`src/shared/lcs_pkg.sv`:
```
// lcs_pkg: constants, types and helpers for the lithium cell charge sequencer
package lcs_pkg;

  // ----------------------------------------------------------------
  // clock
  // ----------------------------------------------------------------
  localparam longint unsigned CLK_HZ = 64'd250_000_000;

  // ----------------------------------------------------------------
  // safety timer periods, in tenths of an hour at the reference capacitor
  // ----------------------------------------------------------------
  localparam longint unsigned TENTH_HOUR_S     = 64'd360;
  localparam longint unsigned PRECON_TENTH_HR  = 64'd10;
  localparam longint unsigned FAST_TENTH_HR    = 64'd15;
  localparam longint unsigned ELAPSED_TENTH_HR = 64'd30;
  localparam longint unsigned PRECON_CYCLES    = PRECON_TENTH_HR * TENTH_HOUR_S * CLK_HZ;
  localparam longint unsigned FAST_CYCLES      = FAST_TENTH_HR * TENTH_HOUR_S * CLK_HZ;
  localparam longint unsigned ELAPSED_CYCLES   = ELAPSED_TENTH_HR * TENTH_HOUR_S * CLK_HZ;

  // status flash: 1 Hz, equal on and off time
  localparam longint unsigned BLINK_HZ          = 64'd1;
  localparam longint unsigned BLINK_HALF_CYCLES = CLK_HZ / (64'd2 * BLINK_HZ);

  // timing capacitor scaling, in nF
  localparam int unsigned CAP_REF_NF = 100;
  localparam int unsigned CAP_DEF_NF = 100;

  localparam int TMR_W = 44;

  // ----------------------------------------------------------------
  // current requests, percent of the fast charge current
  // ----------------------------------------------------------------
  localparam logic [6:0] PCT_OFF    = 7'h00;
  localparam logic [6:0] PCT_PRECON = 7'h0a;
  localparam logic [6:0] PCT_FAST   = 7'h64;
  localparam logic [6:0] PCT_TERM   = 7'h07;

  // ----------------------------------------------------------------
  // input synchroniser
  // ----------------------------------------------------------------
  localparam int N_IN = 9;
  localparam logic [N_IN-1:0] IN_RST = 9'h000;

  typedef enum logic [1:0] {
    LCS_VREG_4V1,
    LCS_VREG_4V2,
    LCS_VREG_8V2,
    LCS_VREG_8V4
  } lcs_vreg_t;

  typedef enum {
    ST_OFF,
    ST_QUAL,
    ST_PRECON,
    ST_FAST,
    ST_CV,
    ST_DONE,
    ST_TIMER_FAULT,
    ST_TEMP_FAULT
  } lcs_state_t;

  // timer period scaled linearly by the timing capacitor
  function automatic longint unsigned lcs_scale(input longint unsigned base,
                                                input int unsigned cap_nf);
    longint unsigned r;
    r = (base * longint'(cap_nf)) / longint'(CAP_REF_NF);
    lcs_scale = (r == 64'd0) ? 64'd1 : r;
  endfunction

endpackage

```
`src/shared/lcs_tmr_if.sv`:
```
// lcs_tmr_if: run controls and expiry flags between sequencer and its timers
`timescale 1ns/1ps
`default_nettype none

interface lcs_tmr_if;
  logic run_precon;
  logic run_fast;
  logic run_elapsed;
  logic precon_expired;
  logic fast_expired;
  logic elapsed_expired;
  logic blink;

  modport ctl (
    output run_precon,
    output run_fast,
    output run_elapsed,
    input  precon_expired,
    input  fast_expired,
    input  elapsed_expired,
    input  blink
  );

  modport tmr (
    input  run_precon,
    input  run_fast,
    input  run_elapsed,
    output precon_expired,
    output fast_expired,
    output elapsed_expired,
    output blink
  );
endinterface

`default_nettype wire

```
`src/core/lcs_sequencer.sv`:
```
// lcs_sequencer: charge cycle sequencer, top level
//
// How it works
// - charge starts only with supply above lockout, enable high, temperature in window or temperature monitor off
// - qualification is watched throughout; a lapse suspends or ends the cycle
// - status output pulls low for the whole charge cycle
// - cell below precondition level gets a trickle of ten percent
// - precondition timer expiry before the level is reached is a fault
// - cell above precondition level moves to fast charge at full current
// - fast charge runs to regulation voltage; fast timer expiry is a fault
// - at regulation voltage the loop switches to constant voltage
// - regulation voltage is a build option of four values
// - in constant voltage, current under seven percent completes the cycle
// - after completion a drop below recharge level restarts if qualified
// - supply below lockout puts the device into power-down
// - temperature judged by a window between quarter and half of the bias level
// - three safety timers of 1, 1.5 and 3 hours, scaled by the capacitor
// - precondition timer runs from qualification until fast charge starts
// - fast and elapsed timers start on entering fast charge
// - fast timer clears on entering constant voltage
// - elapsed timer expiry before termination current ends the cycle
// - enable forces termination, starts charge, clears faults, blocks recharge
// - faults flash status at 1 Hz, scaled by the capacitor; it is off when idle, done or disabled
// - enable low disables the device and ends any charge
`timescale 1ns/1ps
`default_nettype none

module lcs_sequencer #(
  parameter lcs_pkg::lcs_vreg_t REG_VOLT      = lcs_pkg::LCS_VREG_4V2,
  parameter int unsigned        TIMER_CAP_NF  = lcs_pkg::CAP_DEF_NF,
  parameter longint unsigned    PRECON_LIMIT  =
    lcs_pkg::lcs_scale(lcs_pkg::PRECON_CYCLES, lcs_pkg::CAP_DEF_NF),
  parameter longint unsigned    FAST_LIMIT    =
    lcs_pkg::lcs_scale(lcs_pkg::FAST_CYCLES, lcs_pkg::CAP_DEF_NF),
  parameter longint unsigned    ELAPSED_LIMIT =
    lcs_pkg::lcs_scale(lcs_pkg::ELAPSED_CYCLES, lcs_pkg::CAP_DEF_NF),
  parameter longint unsigned    BLINK_HALF    =
    lcs_pkg::lcs_scale(lcs_pkg::BLINK_HALF_CYCLES, lcs_pkg::CAP_DEF_NF)
) (
  input  wire logic       core_clk,
  input  wire logic       nrst,
  // comparator results from the analog front end
  input  wire logic       supply_above_lockout,
  input  wire logic       enable_in,
  input  wire logic       temp_above_quarter_ref,
  input  wire logic       temp_below_half_ref,
  input  wire logic       temp_monitor_off,
  input  wire logic       bat_above_precondition,
  input  wire logic       bat_at_regulation,
  input  wire logic       bat_below_recharge,
  input  wire logic       current_below_termination,
  // regulation loop controls
  output logic            gate_drive_output,
  output logic [6:0]      current_setpoint_pct,
  output logic            cv_mode,
  output logic [6:0]      term_level_pct,
  output lcs_pkg::lcs_vreg_t reg_voltage_sel,
  // open-drain status pin
  input  wire logic       charge_status_output_in,
  output logic            charge_status_output_out,
  output logic            charge_status_output_oe,
  // state visibility
  output logic            charging_active,
  output logic            timer_fault,
  output logic            temp_fault,
  output logic            charge_complete,
  output logic            power_down
);
  import lcs_pkg::*;

  // ----------------------------------------------------------------
  // input synchronisers
  // ----------------------------------------------------------------
  localparam int I_SUPPLY = 0;
  localparam int I_EN     = 1;
  localparam int I_TLO    = 2;
  localparam int I_THI    = 3;
  localparam int I_TOFF   = 4;
  localparam int I_PTH    = 5;
  localparam int I_REG    = 6;
  localparam int I_RTH    = 7;
  localparam int I_TERM   = 8;

  logic [N_IN-1:0] raw_in;
  logic [N_IN-1:0] s1_reg, s2_reg, s3_reg;
  logic [N_IN-1:0] filt_reg, filt_next;

  assign raw_in = {current_below_termination,
                   bat_below_recharge,
                   bat_at_regulation,
                   bat_above_precondition,
                   temp_monitor_off,
                   temp_below_half_ref,
                   temp_above_quarter_ref,
                   enable_in,
                   supply_above_lockout};

  // a level counts only once the second and third stages agree
  always_comb begin
    for (int i = 0; i < N_IN; i++) begin
      filt_next[i] = (s2_reg[i] == s3_reg[i]) ? s3_reg[i] : filt_reg[i];
    end
  end

  always_ff @(posedge core_clk or negedge nrst) begin
    if (!nrst) begin
      s1_reg   <= IN_RST;
      s2_reg   <= IN_RST;
      s3_reg   <= IN_RST;
      filt_reg <= IN_RST;
    end else begin
      s1_reg   <= raw_in;
      s2_reg   <= s1_reg;
      s3_reg   <= s2_reg;
      filt_reg <= filt_next;
    end
  end

  // ----------------------------------------------------------------
  // qualification
  // ----------------------------------------------------------------
  logic supply_ok;
  logic en_ok;
  logic temp_ok;
  logic qualified;

  assign supply_ok = filt_reg[I_SUPPLY];
  assign en_ok     = filt_reg[I_EN];
  // window between a quarter and a half of the bias reference
  assign temp_ok   = (filt_reg[I_TLO] && filt_reg[I_THI])
                     || filt_reg[I_TOFF];
  assign qualified = supply_ok && en_ok && temp_ok;

  // ----------------------------------------------------------------
  // safety timers
  // ----------------------------------------------------------------
  lcs_tmr_if tif ();

  lcs_timers #(
    .PRECON_LIMIT  (lcs_scale(PRECON_LIMIT, TIMER_CAP_NF)),
    .FAST_LIMIT    (lcs_scale(FAST_LIMIT, TIMER_CAP_NF)),
    .ELAPSED_LIMIT (lcs_scale(ELAPSED_LIMIT, TIMER_CAP_NF)),
    .BLINK_HALF    (lcs_scale(BLINK_HALF, TIMER_CAP_NF))
  ) u_timers (
    .core_clk (core_clk),
    .nrst     (nrst),
    .tif      (tif)
  );

  // ----------------------------------------------------------------
  // charge state machine
  // ----------------------------------------------------------------
  lcs_state_t state_reg, state_next;

  // timers run off the registered state, so a move clears them one cycle later
  assign tif.run_precon  = (state_reg == ST_PRECON);
  assign tif.run_fast    = (state_reg == ST_FAST);
  assign tif.run_elapsed = (state_reg == ST_FAST)
                           || (state_reg == ST_CV);

  always_comb begin
    state_next = state_reg;
    if (!supply_ok) begin
      state_next = ST_OFF;
    end else if (!en_ok) begin
      state_next = ST_OFF;
    end else begin
      case (state_reg)
        ST_OFF: begin
          state_next = ST_QUAL;
        end
        ST_QUAL: begin
          if (!temp_ok) begin
            state_next = ST_TEMP_FAULT;
          end else if (qualified) begin
            state_next = filt_reg[I_PTH] ? ST_FAST : ST_PRECON;
          end
        end
        ST_PRECON: begin
          if (!temp_ok) begin
            state_next = ST_TEMP_FAULT;
          end else if (filt_reg[I_PTH]) begin
            state_next = ST_FAST;
          end else if (tif.precon_expired) begin
            state_next = ST_TIMER_FAULT;
          end
        end
        ST_FAST: begin
          if (!temp_ok) begin
            state_next = ST_TEMP_FAULT;
          end else if (filt_reg[I_REG]) begin
            state_next = ST_CV;
          end else if (tif.fast_expired) begin
            state_next = ST_TIMER_FAULT;
          end
        end
        ST_CV: begin
          if (!temp_ok) begin
            state_next = ST_TEMP_FAULT;
          end else if (filt_reg[I_TERM]) begin
            state_next = ST_DONE;
          end else if (tif.elapsed_expired) begin
            state_next = ST_DONE;
          end
        end
        ST_DONE: begin
          if (filt_reg[I_RTH] && qualified) begin
            state_next = ST_QUAL;
          end
        end
        ST_TIMER_FAULT: begin
          // held until enable drops or the supply fails
          state_next = ST_TIMER_FAULT;
        end
        ST_TEMP_FAULT: begin
          // charge is only suspended; it requalifies from the start
          if (temp_ok) begin
            state_next = ST_QUAL;
          end
        end
        default: begin
          state_next = ST_OFF;
        end
      endcase
    end
  end

  always_ff @(posedge core_clk or negedge nrst) begin
    if (!nrst) begin
      state_reg <= ST_OFF;
    end else begin
      state_reg <= state_next;
    end
  end

  // ----------------------------------------------------------------
  // registered outputs, decoded from the next state
  // ----------------------------------------------------------------
  logic               drive_reg, drive_next;
  logic [6:0]         pct_reg, pct_next;
  logic               cv_reg, cv_next;
  logic               stat_oe_reg, stat_oe_next;
  logic               active_reg, active_next;
  logic               tfault_reg, tfault_next;
  logic               hfault_reg, hfault_next;
  logic               done_reg, done_next;
  logic               pdown_reg, pdown_next;
  logic [6:0]         term_reg;
  lcs_vreg_t          vsel_reg;

  always_comb begin
    active_next  = (state_next == ST_PRECON) || (state_next == ST_FAST)
                   || (state_next == ST_CV);
    drive_next   = active_next;
    cv_next      = (state_next == ST_CV);
    tfault_next  = (state_next == ST_TIMER_FAULT);
    hfault_next  = (state_next == ST_TEMP_FAULT);
    done_next    = (state_next == ST_DONE);
    pdown_next   = !supply_ok;
    case (state_next)
      ST_PRECON: pct_next = PCT_PRECON;
      ST_FAST:   pct_next = PCT_FAST;
      ST_CV:     pct_next = PCT_FAST;
      default:   pct_next = PCT_OFF;
    endcase
    // pin pulled low while charging, flashing on faults, else released
    if (active_next) begin
      stat_oe_next = 1'b1;
    end else if (tfault_next || hfault_next) begin
      stat_oe_next = tif.blink;
    end else begin
      stat_oe_next = 1'b0;
    end
  end

  always_ff @(posedge core_clk or negedge nrst) begin
    if (!nrst) begin
      drive_reg   <= 1'b0;
      pct_reg     <= PCT_OFF;
      cv_reg      <= 1'b0;
      stat_oe_reg <= 1'b0;
      active_reg  <= 1'b0;
      tfault_reg  <= 1'b0;
      hfault_reg  <= 1'b0;
      done_reg    <= 1'b0;
      pdown_reg   <= 1'b1;
      term_reg    <= PCT_OFF;
      vsel_reg    <= LCS_VREG_4V1;
    end else begin
      drive_reg   <= drive_next;
      pct_reg     <= pct_next;
      cv_reg      <= cv_next;
      stat_oe_reg <= stat_oe_next;
      active_reg  <= active_next;
      tfault_reg  <= tfault_next;
      hfault_reg  <= hfault_next;
      done_reg    <= done_next;
      pdown_reg   <= pdown_next;
      term_reg    <= PCT_TERM;
      vsel_reg    <= REG_VOLT;
    end
  end

  assign gate_drive_output        = drive_reg;
  assign current_setpoint_pct     = pct_reg;
  assign cv_mode                  = cv_reg;
  assign term_level_pct           = term_reg;
  assign reg_voltage_sel          = vsel_reg;
  // open drain: only ever drives low
  assign charge_status_output_out = 1'b0;
  assign charge_status_output_oe  = stat_oe_reg;
  assign charging_active          = active_reg;
  assign timer_fault              = tfault_reg;
  assign temp_fault               = hfault_reg;
  assign charge_complete          = done_reg;
  assign power_down               = pdown_reg;

endmodule

`default_nettype wire

```
`src/core/lcs_timers.sv`:
```
// lcs_timers: the three safety timers and the status flash generator
`timescale 1ns/1ps
`default_nettype none

module lcs_timers
  import lcs_pkg::*;
#(
  parameter longint unsigned PRECON_LIMIT  = PRECON_CYCLES,
  parameter longint unsigned FAST_LIMIT    = FAST_CYCLES,
  parameter longint unsigned ELAPSED_LIMIT = ELAPSED_CYCLES,
  parameter longint unsigned BLINK_HALF    = BLINK_HALF_CYCLES
) (
  input  wire logic core_clk,
  input  wire logic nrst,
  lcs_tmr_if.tmr    tif
);

  localparam logic [TMR_W-1:0] PRE_END = TMR_W'(PRECON_LIMIT - 64'd1);
  localparam logic [TMR_W-1:0] FST_END = TMR_W'(FAST_LIMIT - 64'd1);
  localparam logic [TMR_W-1:0] ELP_END = TMR_W'(ELAPSED_LIMIT - 64'd1);
  localparam logic [TMR_W-1:0] BLK_END = TMR_W'(BLINK_HALF - 64'd1);

  logic [TMR_W-1:0] pre_cnt_reg, pre_cnt_next;
  logic [TMR_W-1:0] fst_cnt_reg, fst_cnt_next;
  logic [TMR_W-1:0] elp_cnt_reg, elp_cnt_next;
  logic [TMR_W-1:0] blk_cnt_reg, blk_cnt_next;
  logic             pre_exp_reg, pre_exp_next;
  logic             fst_exp_reg, fst_exp_next;
  logic             elp_exp_reg, elp_exp_next;
  logic             blink_reg,   blink_next;

  // a stopped timer is held at zero, so each start counts the full period
  function automatic logic [TMR_W-1:0] tmr_step(input logic [TMR_W-1:0] cnt,
                                                input logic run,
                                                input logic [TMR_W-1:0] last);
    tmr_step = !run ? '0 : (cnt == last) ? cnt : cnt + TMR_W'(1);
  endfunction

  always_comb begin
    pre_cnt_next = tmr_step(pre_cnt_reg, tif.run_precon, PRE_END);
    fst_cnt_next = tmr_step(fst_cnt_reg, tif.run_fast, FST_END);
    elp_cnt_next = tmr_step(elp_cnt_reg, tif.run_elapsed, ELP_END);
    pre_exp_next = tif.run_precon && (pre_cnt_reg == PRE_END);
    fst_exp_next = tif.run_fast && (fst_cnt_reg == FST_END);
    elp_exp_next = tif.run_elapsed && (elp_cnt_reg == ELP_END);
    blk_cnt_next = (blk_cnt_reg == BLK_END) ? '0 : blk_cnt_reg + TMR_W'(1);
    blink_next   = (blk_cnt_reg == BLK_END) ? !blink_reg : blink_reg;
  end

  always_ff @(posedge core_clk or negedge nrst) begin
    if (!nrst) begin
      pre_cnt_reg <= '0;
      fst_cnt_reg <= '0;
      elp_cnt_reg <= '0;
      blk_cnt_reg <= '0;
      pre_exp_reg <= 1'b0;
      fst_exp_reg <= 1'b0;
      elp_exp_reg <= 1'b0;
      blink_reg   <= 1'b0;
    end else begin
      pre_cnt_reg <= pre_cnt_next;
      fst_cnt_reg <= fst_cnt_next;
      elp_cnt_reg <= elp_cnt_next;
      blk_cnt_reg <= blk_cnt_next;
      pre_exp_reg <= pre_exp_next;
      fst_exp_reg <= fst_exp_next;
      elp_exp_reg <= elp_exp_next;
      blink_reg   <= blink_next;
    end
  end

  assign tif.precon_expired  = pre_exp_reg;
  assign tif.fast_expired    = fst_exp_reg;
  assign tif.elapsed_expired = elp_exp_reg;
  assign tif.blink           = blink_reg;

endmodule

`default_nettype wire

```
`config.mk`:
```
export PLATFORM = sky130hd
export DESIGN_NAME = lcs_sequencer
export DESIGN_NICKNAME = d
export VERILOG_FILES = /design/src/shared/lcs_pkg.sv /design/src/shared/lcs_tmr_if.sv /design/src/core/lcs_sequencer.sv /design/src/core/lcs_timers.sv
export SDC_FILE = /design/constraint.sdc
export NUM_CORES = 1
export LEC_CHECK = 0
export ABC_AREA = 1
export BUFFER_PORTS_ARGS = -buffer_cell sky130_fd_sc_hd__clkbuf_2
export CORE_UTILIZATION = 55
export DETAILED_ROUTE_END_ITERATION = 10
export GPL_ROUTABILITY_DRIVEN = 0
export GPL_TIMING_DRIVEN = 0
export PLACE_DENSITY = 0.83
export SYNTH_ARGS = -nofsm -noshare
export SYNTH_HDL_FRONTEND = slang
export SYNTH_SLANG_ARGS = --single-unit
```
`constraint.sdc`:
```
create_clock -name core_clk -period 2.5 [get_ports core_clk]
set_clock_uncertainty 0.05 [all_clocks]
set_input_delay 0.5 -clock core_clk [delete_from_list [all_inputs] [get_ports core_clk]]
set_output_delay 0.5 -clock core_clk [all_outputs]
set_load 0.005 [all_outputs]
```
==> metrics.log <==
INFO  metric initial_core_util = between 50% and 60%
INFO  metric final-max-slew-violation-count = 0
INFO  metric share_clk_of_total_power = 51.0%
INFO  metric worst_margin_slew = 0.689 ns
INFO  metric synth_cells = 1783
INFO  metric drt-total-wl = 33.8 mm
INFO  metric combinational_family_with_the_most_area_after_synthesis = simple AND/OR/NAND/NOR gates
INFO  metric clock-sinks = 258
INFO  metric synth_compound_area_share = between 3 and 4%
INFO  metric clock_tree.buffer_depth = 3
INFO  metric timing.final.setup_violations = 0
INFO  metric worstSetupEndpointType = register
INFO  metric h-tree-depth = 1
INFO  metric final_layout_size_suffix_gt1_share = between 8 and 9%
INFO  metric final_common_cell = nand2_1
INFO  metric die-area = ~26000 sq um
INFO  metric p_sw = roughly 1.9 mW
INFO  metric clk_root_buffer_cell = clkbuf_16
INFO  metric placement_rows = between 50 and 60
INFO  metric critPathArrivalTime = roughly 2.8 ns
INFO  metric routedWlPerCell = 15.1 um
INFO  metric crit_start = u_timers.fst_cnt_reg[0]
INFO  metric detailedPlace.worstSlack = just over 0.1 ns
INFO  metric final_nets = 1904
INFO  metric power.density_cell_area = 576 nW/um^2
INFO  metric yosysWarnings = 0
INFO  metric reg2regPathDepth = 7
INFO  metric seq_area_frac_synth = a little under half
INFO  metric timing.critical_path.required = 2.92 ns
INFO  metric clk_transition_reported_paths = 0.06 ns
INFO  metric worst_path_max_fanout = 9
INFO  metric capturing_element_of_the_worst_setup_path = u_timers.fst_cnt_reg[1]
INFO  metric max_freq = between 400 and 500 MHz
INFO  metric netlist-cell-type-count = 47
INFO  metric postSynthRegisterBits = 258
INFO  metric synth_enable_flop_cells = 0
INFO  metric rsz0062_at_grt = no
INFO  metric total_leakage_power = 6.82 nW
INFO  metric final_hold_viols = 0
INFO  metric vdd_ir_drop_max = slightly above 0.6 mV
INFO  metric post-route-drc-count = 0
INFO  metric num_io_pins = 37
INFO  metric share_of_synthesized_cell_area_in_and_or_nand_and_nor_gates = about a third
INFO  metric grt_pass1_wl = between 50 and 60 mm
INFO  metric area_grow_syn2layout = 13.7%
INFO  metric die_x = 161 um
INFO  metric grt_start_max_net_pins = between 100 and 150
INFO  metric timing.final.crit_share = 96.1%
INFO  metric n_antenna_cell = 0
INFO  metric timing.setup.critical_path_class = reg -> reg
INFO  metric ff_latch_area = 6460 sq um
INFO  metric multi_input_area = 6520 sq um
INFO  metric drt_pass1_iterations = 8
INFO  metric critical_path.reg2reg.endpoint = u_timers.fst_cnt_reg[1]
INFO  metric first_global_vias = around 12000
INFO  metric slew_headroom = 53.7%
INFO  metric power_share_of_the_sequential_group = 46.8%
INFO  metric dieHeight = roughly 160 um
INFO  metric fin_ws = about 0.098 ns
INFO  metric status = finished, final reports clean
INFO  metric initialDrtViolationCount = 1376
INFO  metric total_power = 9.14 mW
INFO  metric finalCriticalPeriod = 2.40 ns
INFO  metric postSynth.topFlopCell = dfrtp_1
INFO  metric clock_insertion_delay_worst_skew = 0.56 ns
INFO  metric yosys-mux-area-fraction = 0%
INFO  metric synthAdderAreaFrac = 1.01%
INFO  metric switching_share = between 20% and 30%
INFO  metric via_density_per_instance = 5.64
INFO  metric core-area = 24600 sq um
INFO  metric fin_tns_setup = 0 ns
INFO  metric intPower = slightly above 7 mW
INFO  metric grt-ovfl-total = 0
INFO  metric cts_setup_buffers = 0
INFO  metric place_hpwl = roughly 25 mm
INFO  metric fill_cells = roughly 2000
INFO  metric layout.cells.most_common_list = nand2_1, nor2_1, dfrtp_1
INFO  metric class_of_the_tightest_hold_or_removal_check = in -> reg
INFO  metric reg2reg_setup_slack = 0.1 ns
INFO  metric cts_tree = yes
INFO  metric numCtsBuffers = 29
INFO  metric power_frac_comb = around 2.2%
INFO  metric ys_async_sr_fraction = 100%
INFO  metric antenna_left = 0
INFO  metric timing.max_cap.violations = 0
INFO  metric yosys.area_share.xor_xnor = approximately 7.8%
INFO  metric groute.usage.overall = a little over a quarter
INFO  metric timing.rr.start = u_timers.fst_cnt_reg[0]
INFO  metric cp-start-kind = register
INFO  metric vias = between 10000 and 15000
INFO  metric synthesis.area_per_instance = 7.82 sq um
INFO  metric antenna_found_initial = 0
INFO  metric synthesis.area = 13900 sq um
INFO  metric port-buffer-count = 27
-- how the worst min path moves through the flow --
stage                      startpoint               to  slack, ns  cells past startpoint
6_report       bat_above_precondition        s1_reg[5]       0.02                      1
4_1_cts        bat_above_precondition        s1_reg[5]       0.01                      1
3_3_place_gp                s1_reg[8]        s2_reg[8]       0.28                      0
3_5_place_dp                s1_reg[6]        s2_reg[6]       0.29                      0
2_1_floorplan                    nrst  charge_complete       0.15                      0
5_1_grt        bat_above_precondition        s1_reg[5]     0.0007                      1
-- worst max-delay path, cell delays in order (launching register included) --
cell	delay [ns]
dfrtp_1	0.50
ha_2	0.30
inv_1	0.13
nor3_4	0.24
nand2_1	0.20
nor3_1	0.26
nand4_2	0.33
o31ai_1	0.29
-- routing by layer --
layer | track usage, % | vias up | wire length [um]
li1 | - | 5892 | -
met1 | 35.4 | 5883 | 13900
met2 | 43.1 | 689 | 15600
met3 | 3.95 | 134 | 2950
met4 | 11.3 | 0 | 1350
met5 | 0 | - | 0
-- repair_timing --
item,CTS,global route
setup endpoints to repair,0,12
resized for setup,0,2
hold buffers,9,0
endpoints found under the hold margin,71,0
-- kinds of logic (layout without fill, tap and decap cells) --
logic type / count (synthesis) / in the layout
AO/OA/AOI/OAI: 83 / 83
XOR/XNOR: 124 / 124
flip-flops: 258 / 258
AND/OR/NAND/NOR: 1026 / 1026
buffers and inverters: 277 / 368
adder cells (fa/ha/maj): 13 / 13
other: 2 / 38
-- cell type report --
class / count / share of cell area [%]
multi-input cells: 1284 / 41.1
flip-flops and latches: 258 / 40.7
inverters: 247 / 5.86
clock buffers: 34 / 4.95
well taps: 324 / 2.56
clock inverters: 19 / 1.85
repair buffers: 38 / 1.82
plain buffers: 30 / 1.15
-- per-stage QoR --
stage | area, sq um | utilization [%] | hold WS [ns] | std cells
final | 15900 | 64.5 | 0.0156 | 2234
after global routing | 15900 | 64.5 | 0.000676 | 2234
after CTS | 15900 | 64.4 | 0.0102 | 2234
after detailed placement | 14700 | 59.7 | 0.286 | 2172
after global placement | 14600 | 59.4 | 0.283 | 2170
after floorplan | 14100 | - | 0.154 | 1819
-- cell usage after synthesis (all sizes together) (3+ instances only) --
cell type / n / share of area, %
a21oi: 35 / 1.3
a31oi: 4 / 0.18
buf: 21 / 1.1
clkbuf: 9 / 0.24
dfrtp: 257 / 46
ha: 4 / 0.36
inv: 247 / 6.7
maj3: 9 / 0.65
nand2: 365 / 10
nand3: 106 / 4.0
nand3b: 4 / 0.31
nand4: 65 / 3.0
nor2: 332 / 9.3
nor3: 82 / 3.4
nor3b: 6 / 0.36
nor4: 62 / 3.0
o211ai: 3 / 0.16
o21ai: 36 / 1.3
xnor2: 13 / 0.82
xor2: 111 / 7.0
-- power by group through the flow --
stage               Combinational (mW)  Clock [mW]  Sequential (mW)
floorplan                       0.0709           0             4.34
global placement                 0.173           0             4.35
detailed placement               0.190           0             4.35
CTS                              0.202        4.75             4.28
global route                     0.232        4.93             4.28
finish                           0.197        4.66             4.28
No activity file was read; power rests on OpenSTA's default activity.
